$ cat config.mk
export PLATFORM = sky130hd
export DESIGN_NAME = gpa_port
export DESIGN_NICKNAME = d
export VERILOG_FILES = /design/src/verilog/gpa_pkg.sv /design/src/verilog/gpa_port.sv /design/src/verilog/gpa_pin_sync.sv
export VERILOG_INCLUDE_DIRS = /design/src /design/src/verilog
export SDC_FILE = /design/constraint.sdc
export NUM_CORES = 1
export LEC_CHECK = 0
export BUFFER_PORTS_ARGS = -buffer_cell sky130_fd_sc_hd__buf_4
export CAP_MARGIN = 20
export CORE_MARGIN = 3
export CORE_UTILIZATION = 30
export DETAILED_ROUTE_END_ITERATION = 6
export GPL_ROUTABILITY_DRIVEN = 0
export PLACE_DENSITY_LB_ADDON = 0.12
export SETUP_SLACK_MARGIN = 0.15
export SLEW_MARGIN = 0
export SYNTH_ARGS = -nofsm -noshare
export SYNTH_HDL_FRONTEND = slang
export SYNTH_SLANG_ARGS = --single-unit
$ cat constraint.sdc
create_clock -name i_clk -period 3.1 [get_ports i_clk]
set_input_delay 0.465 -clock i_clk [delete_from_list [all_inputs] [get_ports i_clk]]
set_output_delay 0.465 -clock i_clk [all_outputs]
set_load 0.02 [all_outputs]
$ cat src/verilog/gpa_cfg.svh
`ifndef GPA_CFG_SVH
`define GPA_CFG_SVH

`define GPA_ADDR_DIR      16'hffd1
`define GPA_ADDR_DATA     16'hffd3
`define GPA_DIR_RST_MODE1 8'h00
`define GPA_DIR_RST_MODE3 8'h80
`define GPA_DATA_RST      8'h00
`define GPA_READ_ONES     8'hff
`define GPA_READ_ZERO     8'h00
`define GPA_LANES         8

`endif

$ cat src/verilog/gpa_pkg.sv
package gpa_pkg;
  typedef logic [7:0]  gpa_byte_t;
  typedef logic [15:0] gpa_addr_t;

  typedef struct packed {
    gpa_byte_t  dir;
    gpa_byte_t  data;
    gpa_byte_t  rdata;
    gpa_byte_t  pin_out;
    gpa_byte_t  pin_oe;
    logic       init_done;
  } gpa_state_t;

  typedef struct packed {
    gpa_byte_t  meta;
    gpa_byte_t  sync;
  } gpa_sync_state_t;
endpackage : gpa_pkg

$ cat src/verilog/gpa_port.sv
// Behaviour
// - The direction register has one bit per pin, where 1 makes the pin an output and 0 an input.
// - The direction register cannot be read back and reads as all ones.
// - Reset or hardware standby loads direction 00 in mode 1 and 80 in mode 3.
// - Software standby leaves both registers exactly as they were written.
// - In software standby every output pin keeps driving its present level, except in a cycle that writes FFD1 or FFD3.
// - The data register is eight readable and writable bits of output data.
// - Reading the port returns the data-register bit for each output pin.
// - Reading the port returns the sampled pin level for each input pin.
// - Reset or hardware standby clears the data register to 00 in every mode.
// - Direction decodes at FFD1 and data at FFD3 on the low 16 address bits.
//
// Local design decision: the address-and-strobe port.
`timescale 1ns/1ps
`include "gpa_cfg.svh"

module gpa_port
  import gpa_pkg::*;
(
  // Clock, reset and enable
  input  wire logic       i_clk,
  input  wire logic       i_rst,
  input  wire logic       i_ce,
  // Operating state
  input  wire logic       i_mode3,
  input  wire logic       i_hw_standby,
  input  wire logic       i_sw_standby,
  // Register port
  input  wire logic [15:0] i_addr,
  input  wire gpa_byte_t  i_wdata,
  input  wire logic       i_wr,
  input  wire logic       i_rd,
  output      gpa_byte_t  o_rdata,
  // Port pins
  input  wire gpa_byte_t  i_pin,
  output      gpa_byte_t  o_pin,
  output      gpa_byte_t  o_pin_oe
);

  // Registered state and the value it takes at the next enabled edge.
  gpa_state_t     st_reg;
  gpa_state_t     st_next;

  // Pin levels after the two-stage synchroniser.
  gpa_byte_t      pin_sync;

  // Address decode on the low 16 bits.
  logic           hit_dir;
  logic           hit_data;
  logic           hit_none;

  // Register strobes, qualified by the loading cycle.
  logic           run;
  logic           wr_dir;
  logic           wr_data;
  logic           rd_dir;
  logic           rd_data;
  logic           rd_none;

  // Software standby freezes the pin drive.
  logic           hold_pins;

  // Per-pin next values, one lane per pin.
  wire gpa_byte_t dir_lane;
  wire gpa_byte_t data_lane;
  wire gpa_byte_t oe_lane;
  wire gpa_byte_t out_lane;
  wire gpa_byte_t port_view;

  // Values loaded at the first enabled edge after reset or hardware standby.
  gpa_byte_t      dir_init;
  gpa_byte_t      data_init;

  // Read data for the cycle after the read strobe.
  gpa_byte_t      rdata_sel;

  // Nothing but the second stage reaches the read path.
  gpa_pin_sync u_sync (
    .i_clk  (i_clk),
    .i_rst  (i_rst),
    .i_ce   (i_ce),
    .i_pin  (i_pin),
    .o_sync (pin_sync)
  );

  always_comb begin
    hit_dir  = 1'b0;
    hit_data = 1'b0;
    case (i_addr)
      `GPA_ADDR_DIR: begin
        hit_dir = 1'b1;
      end
      `GPA_ADDR_DATA: begin
        hit_data = 1'b1;
      end
      default: begin
        hit_dir  = 1'b0;
        hit_data = 1'b0;
      end
    endcase
  end

  assign hit_none = !hit_dir && !hit_data;

  // Requests in the loading cycle after release are dropped while the strap is taken.
  assign run     = st_reg.init_done;
  assign wr_dir  = run && i_wr && hit_dir;
  assign wr_data = run && i_wr && hit_data;
  assign rd_dir  = run && i_rd && hit_dir;
  assign rd_data = run && i_rd && hit_data;
  assign rd_none = run && i_rd && hit_none;

  // A write in the same cycle still lands, so standby cannot swallow the last update.
  assign hold_pins = run && i_sw_standby && !wr_dir && !wr_data;

  genvar gi;
  generate
    for (gi = 0; gi < `GPA_LANES; gi++) begin : g_lane
      logic dir_bit;
      logic data_bit;
      logic oe_bit;
      logic out_bit;
      logic view_bit;

      // A write replaces the stored bit; otherwise it holds, in software standby too.
      always_comb begin
        if (wr_dir) begin
          dir_bit = i_wdata[gi];
        end else begin
          dir_bit = st_reg.dir[gi];
        end
      end

      always_comb begin
        if (wr_data) begin
          data_bit = i_wdata[gi];
        end else begin
          data_bit = st_reg.data[gi];
        end
      end

      // An input pin is not driven and its drive level is forced low.
      always_comb begin
        if (hold_pins) begin
          oe_bit  = st_reg.pin_oe[gi];
          out_bit = st_reg.pin_out[gi];
        end else begin
          oe_bit  = dir_bit;
          out_bit = data_bit & dir_bit;
        end
      end

      // Output pins read back the stored bit, so a loaded pin cannot change the answer.
      always_comb begin
        if (st_reg.dir[gi]) begin
          view_bit = st_reg.data[gi];
        end else begin
          view_bit = pin_sync[gi];
        end
      end

      assign dir_lane[gi]  = dir_bit;
      assign data_lane[gi] = data_bit;
      assign oe_lane[gi]   = oe_bit;
      assign out_lane[gi]  = out_bit;
      assign port_view[gi] = view_bit;
    end
  endgenerate

  // Mode is a strap, so the mode-dependent direction is taken in a clocked step after release.
  assign dir_init  = i_mode3 ? `GPA_DIR_RST_MODE3 : `GPA_DIR_RST_MODE1;
  assign data_init = `GPA_DATA_RST;

  // Unmapped reads answer zero rather than leaving the last value on the bus.
  always_comb begin
    rdata_sel = `GPA_READ_ZERO;
    case (1'b1)
      rd_dir: begin
        rdata_sel = `GPA_READ_ONES;
      end
      rd_data: begin
        rdata_sel = port_view;
      end
      rd_none: begin
        rdata_sel = `GPA_READ_ZERO;
      end
      default: begin
        rdata_sel = `GPA_READ_ZERO;
      end
    endcase
  end

  always_comb begin
    st_next       = st_reg;
    st_next.rdata = rdata_sel;
    if (!st_reg.init_done) begin
      st_next.dir       = dir_init;
      st_next.data      = data_init;
      st_next.pin_oe    = dir_init;
      st_next.pin_out   = data_init & dir_init;
      st_next.init_done = 1'b1;
    end else begin
      st_next.dir     = dir_lane;
      st_next.data    = data_lane;
      st_next.pin_oe  = oe_lane;
      st_next.pin_out = out_lane;
    end
  end

  // Hardware standby has the same effect as reset on st_reg; only reset clears the pin synchroniser.
  always_ff @(posedge i_clk) begin
    if (i_rst || i_hw_standby) begin
      st_reg <= '0;
    end else if (i_ce) begin
      st_reg <= st_next;
    end
  end

  assign o_rdata  = st_reg.rdata;
  assign o_pin    = st_reg.pin_out;
  assign o_pin_oe = st_reg.pin_oe;

endmodule : gpa_port

$ cat src/verilog/gpa_pin_sync.sv
`timescale 1ns/1ps
`include "gpa_cfg.svh"

// Two-stage synchroniser for the port pin levels, one lane per pin.
module gpa_pin_sync
  import gpa_pkg::*;
(
  // Clock and control
  input  wire logic       i_clk,
  input  wire logic       i_rst,
  input  wire logic       i_ce,
  // Pin levels
  input  wire gpa_byte_t  i_pin,
  output      gpa_byte_t  o_sync
);

  gpa_sync_state_t s_reg;
  gpa_sync_state_t s_next;

  always_comb begin
    s_next = s_reg;
    if (i_ce) begin
      s_next.meta = i_pin;
      s_next.sync = s_reg.meta;
    end
  end

  always_ff @(posedge i_clk) begin
    if (i_rst) begin
      s_reg <= '0;
    end else begin
      s_reg <= s_next;
    end
  end

  assign o_sync = s_reg.sync;

endmodule : gpa_pin_sync

==> results.tsv, run 1 <==
stage	metric	value	unit
status	status	finished, final reports clean	
route	wl_per_cell	14.80	um
synth	synth_top_area_share	42.11	%
worst_setup_path	reg2reg_depth	6	
placed_design	dpl.hpwl	4582	um
global_route	grt_pass1_vias	1917	
cts	cts-buffers-inserted	9	
timing	setup_viol	0	
synth	yosys_warnings	0	
worst_setup_path	cpMaxStageDelayCell	nand3b_1	
worst_setup_path	crit_type	reg -> reg	
synth	syn_area	2710	um^2
timing	slew_headroom	44.14	%
timing	tightest_slew	0.8379	ns
min_path	whs_path_depth	3	
worst_setup_path	regToRegEndpoint	st_reg[40]	
cts	root_buffer	clkbuf_8	
timing	max_clock_freq	0.4549	GHz
synth	ys_top_cells_by_area	dfxtp_1, mux2i_1, buf_4	
route	drtPass1Iterations	4	
route	drt_iter0_drc	93	
global_route	grt.total_usage	13.11	%
synth	synth-seq-area-share	42.11	%
finish	largest_reg_flops	16	
global_route	grt_overflow	0	
route	wl	6614	um
cts	cts_resized	0	
finish	antenna_cells	0	
min_path	hp-start	i_pin[1]	
timing	period_needed	2.198	ns
cts	cts.htree.levels	3	
cts	clock_latency	0.33	ns
finish	final_util	37.41	%
global_route	antenna_found_initial	0	
route	route.detailed.drc	0	
cts	clk_pin_slew	0.07	ns
worst_setup_path	critical_path_required	3.29	ns
floorplan	die_h	101.0	um
worst_setup_path	cp.arrival	2.39	ns
pwr	vdd_drop_max	0.0001953	V
synth	syn_avg_cell_area	9.064	um^2
pwr	power_density	490.6	nW/um^2
worst_setup_path	critPathMaxFanout	9	
synth	yosysUniqueCellTypes	32	
job	timing.max_cap.violations	0	
timing	min_period_over_period	70.91	%
worst_setup_path	reg2reg_from	run	
floorplan	die_x	101.0	um
cts	cts_buffer_depth	2	
min_path	min_to	u_sync.s_reg[9]	
floorplan	ios	64	
finish	drive_above_1_share	28.02	%
worst_setup_path	crit_path_max_incr_delay	0.50	ns
cts	clock_sinks	57	
timing	final_hold_viol_count	0	
floorplan	die_area	10210	um^2
worst_setup_path	crit_path_start_kind	flip-flop	
route	final_antenna_net_count	0	
synth	yosysTopAreaCell	dfxtp_1	
pwr	p_leak	0.001428	uW
finish	nNetsFinal	374	
synth	ys_ff_latch	57	
cts	post_cts.repair.setup_buffers	0	
worst_setup_path	path_cells	nand4_4, nor4_4, nand3b_1, and3_1, a221oi_2, a21oi_1	
placed_design	io_buffer_count	63	
synth	synthCells	299	
floorplan	core_area	8763	um^2
worst_setup_path	r2r_slack	0.90	ns
timing	rsz0062_at_grt	false	
min_path	hold_path_class	in -> reg	
route	vias	2045	
timing	setup_tns	0	ns
floorplan	initial_core_util	30.93	%
worst_setup_path	worst_setup_path_end_kind	flip-flop	
finish	syn2layout_area_growth	20.96	%
global_route	grt_start_max_net_pins	39	
route	routed_via_density	4.575	
timing	maxSlewViolCount	0	
cts	cts_hold_buffers	0	
synth	syn_nets	339	
timing	clock_skew	0.005129	ns
floorplan	fp-row-count	34	
global_route	grt_pass1_wl	10300	um
cts	cts_tree	yes	
cell usage in the layout (no fill, tap or decap), types with 3 or more instances in the layout:
| cell | n |
|---|---|
| a21oi_1 | 18 |
| a2bb2oi_1 | 7 |
| buf_4 | 65 |
| clkbuf_8 | 12 |
| dfxtp_1 | 57 |
| inv_1 | 8 |
| mux2i_1 | 47 |
| nand2_1 | 42 |
| nand3_1 | 16 |
| nor2_1 | 33 |
| o21ai_0 | 3 |
| o31ai_2 | 7 |
cell usage after synthesis:
cell type and n:
dfxtp_1 57, mux2i_1 47, nand2_1 42, nor2_1 33, buf_4 24, a21oi_1 18, nand3_1 16, clkbuf_1 12
inv_1 8, a2bb2oi_1 7, o31ai_2 7, buf_2 3, o21ai_0 3, buf_6 2, nand4_1 2, nor3_1 2
a221oi_2 1, a22oi_1 1, a31o_2 1, a31oi_4 1, and2_1 1, and3_1 1, inv_2 1, nand2_2 1
nand3_2 1, nand3b_1 1, nand4_4 1, nand4b_1 1, nand4bb_1 1, nor4_1 1, nor4_4 1, or2_2 1
through the flow:
step                hold slack, ns  power (uW)  cells  cell area (um^2)  setup WS [ns]
floorplan                   0.4367       836.2    299              2710          1.262
global placement            0.4488       895.8    431              3070         0.6908
detailed placement          0.4486       896.8    431              3070         0.5812
CTS                         0.3515        1633    447              3278         0.8949
global route                0.3462        1675    447              3278         0.7288
finish                      0.3619        1608    447              3278         0.9017
critical path: cells and delay by family (launching register included):
kind            cells  cell delay [ns]
compound gates      2             0.31
flops               1             0.37
simple gates        4             1.37
where the power goes:
group	internal [uW]	total (uW)	switching, uW
Sequential	744	752	7.33
Combinational	58.5	127	68.4
Clock	437	730	293
Total	1240	1610	369
kinds of logic (layout without fill, tap and decap cells):
logic type | count (synthesis) | after routing | synth area share, %
AND/OR/NAND/NOR | 106 | 106 | 18.28
multiplexers | 47 | 47 | 17.36
flip-flops | 57 | 57 | 42.11
buffers and inverters | 50 | 90 | 10.94
AO/OA/AOI/OAI | 39 | 39 | 11.31
final cells by class:
| cell class | instances | area (um^2) |
|---|---|---|
| tap | 108 | 135.1 |
| multi-input combinational | 192 | 1272 |
| inverter | 9 | 33.78 |
| timing repair buffer | 65 | 488.0 |
| sequential | 57 | 1141 |
| clock buffer | 14 | 172.7 |
| clock inverter | 2 | 35.03 |
| fill | 911 | 5485 |
how the worst max path moves through the flow:
| stage | startpoint | to |
|---|---|---|
| 2_1_floorplan | i_addr[5] | st_reg[25] |
| 3_3_place_gp | i_addr[5] | st_reg[40] |
| 3_5_place_dp | i_addr[5] | st_reg[40] |
| 4_1_cts | run | st_reg[40] |
| 5_1_grt | run | st_reg[40] |
| 6_report | run | st_reg[40] |
routing by layer:
| metal | part of all wire (%) | vias to the layer above | global-route usage [%] |
|---|---|---|---|
| met5 | 0 | - | 0 |
| met4 | 0.79 | 0 | 3.067 |
| met3 | 5.8 | 6 | 4.913 |
| met2 | 42 | 47 | 18.16 |
| met1 | 52 | 919 | 19.13 |
| li1 | - | 1073 | - |
(Power assumes the default switching activity.)
==> run 2: changes to the inputs <==
clock period = 2.1 ns   (was 3.1 ns; I/O delays follow)
==> run 2 against run 1 <==
Setup slack worse by 0.56 ns. Clock power up 25%. Sequential share of layout area down 0.84 points. Via count up 1.6%. Combinational power up 55%. Power up 38%. Worst hold slack worse by 0.15 ns. Global-route usage up 0.17 points. Final cell count up 2.5%. Final area up 2.5%. Register-to-register slack worse by 0.54 ns. Clock skew down 0.0019 ns. Critical path type is now in -> reg. Critical endpoint is now o_pin[7]. Highest routed layer unchanged.
==> results.tsv, run 2 (synthesis gave the netlist of run 1 again) <==
stage	metric	value	unit
job	timing.max_cap.violations	0	
min_path	whs_path_depth	3	
finish	layout_common_cells	buf_4, dfxtp_1, mux2i_1, nand2_1, nor2_1	
placed_design	dpl_cell_area	3171	um^2
cts	cts_buffer_depth	2	
worst_setup_path	critical_path_required	2.32	ns
timing	maxSlewViolCount	0	
floorplan	fp-row-count	34	
min_path	hold_path_class	in -> reg	
global_route	grt_overflow	0	
timing	setup_tns	0	ns
timing	rsz0062_at_grt	false	
timing	period_needed	1.763	ns
finish	final_area	3359	um^2
finish	layout.cells.non_filler	458	
worst_setup_path	cpMaxStageDelayCell	nor4_4	
timing	clock_skew	0.003274	ns
route	wl_per_cell	14.09	um
timing	final_hold_viol_count	0	
pwr	total_power	2222	uW
status	status	finished, final reports clean	
global_route	grt_start_max_net_pins	36	
worst_setup_path	path_cells	buf_4, nand4bb_1, nor4_4, nand2_2, a31o_2, nor3_1, nor2_1	
finish	nNetsFinal	385	
cts	clock_latency	0.33	ns
floorplan	core_area	8763	um^2
finish	drive_above_1_share	30.86	%
worst_setup_path	cp.depth	7	
pwr	p_leak	0.001460	uW
timing	tightest_slew	0.3327	ns
pwr	power_density	661.5	nW/um^2
placed_design	dp.cells	441	
worst_setup_path	crit_buf_inv	1	
floorplan	die_x	101.0	um
worst_setup_path	crit_path_max_incr_delay	0.39	ns
global_route	grt_pass1_wl	10460	um
placed_design	dpl.hpwl	4598	um
placed_design	io_buffer_count	63	
worst_setup_path	crit_path_start_kind	primary input	
worst_setup_path	crit_type	in -> reg	
global_route	grt.total_usage	13.28	%
route	vias	2078	
route	routed_via_density	4.537	
floorplan	die_area	10210	um^2
floorplan	initial_core_util	30.93	%
timing	slew_headroom	77.82	%
route	drt_iter0_drc	124	
worst_setup_path	cp.arrival	1.99	ns
finish	antenna_cells	0	
cts	cts_hold_buffers	0	
cts	clk_pin_slew	0.06	ns
worst_setup_path	reg2reg_depth	7	
worst_setup_path	worst_setup_path_end_kind	flip-flop	
finish	final_common_cell	buf_4	
route	drtPass1Iterations	4	
finish	largest_reg_flops	16	
floorplan	die_h	101.0	um
cts	cts-buffers-inserted	9	
finish	final_util	38.34	%
worst_setup_path	critical_path.top_delay_family	simple AND/OR/NAND/NOR gates	
worst_setup_path	critPathMaxFanout	15	
cts	root_buffer	clkbuf_8	
timing	min_period_over_period	83.95	%
route	wl	6454	um
cts	cts.htree.levels	3	
timing	max_clock_freq	0.5672	GHz
timing	setup_viol	0	
cts	clock_sinks	57	
route	route.detailed.drc	0	
pwr	vdd_drop_max	0.0002935	V
route	final_antenna_net_count	0	
global_route	antenna_found_initial	0	
finish	syn2layout_area_growth	23.96	%
cts	cts_tree	yes	
global_route	grt_pass1_vias	2026	
floorplan	ios	64	
[run 2: changes by cell type in the layout (fill, tap and decap cells not counted), sizes merged]
cell / previous run / this run
clkinv: 1 / 3
bufinv: 1 / 0
buf: 65 / 76
clkbuf: 14 / 13
[run 2: through the flow]
step | hold slack [ns] | worst slack, ns
after floorplan | 0.4367 | 0.3867
after global placement | 0.4531 | 0.03497
after detailed placement | 0.4493 | 0.08522
after CTS | 0.1980 | 0.2255
after global routing | 0.2019 | 0.1916
final | 0.2149 | 0.3370
[run 2: worst reg2reg max path: cells and delay by family (launching register included)]
family                 cells  cell delay, ns
AND/OR/NAND/NOR            4            0.60
flip-flops                 1            0.37
multiplexers               1            0.26
buffers and inverters      1            0.20
AO/OA/AOI/OAI              1            0.19
[run 2: cell type report]
class,count,area [um^2]
Clock buffer,13,158.9
Clock inverter,3,15.01
Fill cell,912,5404
Inverter,9,33.78
Multi-Input combinational cell,192,1280
Sequential cell,57,1141
Tap cell,108,135.1
Timing Repair Buffer,76,595.6
[run 2: power by group]
group / internal (uW) / total, uW / switching [uW]
sequential: 1100 / 1110 / 11.0
clock: 487 / 916 / 428
combinational: 95.1 / 197 / 102
[run 2: layer usage]
layer / GRT usage, % / part of all wire (%)
met5: 0 / 0
met4: 3.374 / 0.36
met3: 5.329 / 6.0
met2: 19.37 / 44
met1: 18.22 / 50
[run 2: worst paths after layout]
check	from	end	slack (ns)
setup / recovery	i_addr[2]	o_pin[7]	0.34
hold / removal	i_pin[2]	u_sync.s_reg[10]	0.21
setup reg to reg	run	st_reg[29]	0.36
hold reg to reg	o_pin_oe[1]	o_pin_oe[1]	0.45
[run 2: timing repair]
item	in CTS	in global routing
setup endpoints to repair	0	10
setup buffers	0	1
gates resized for setup	0	2
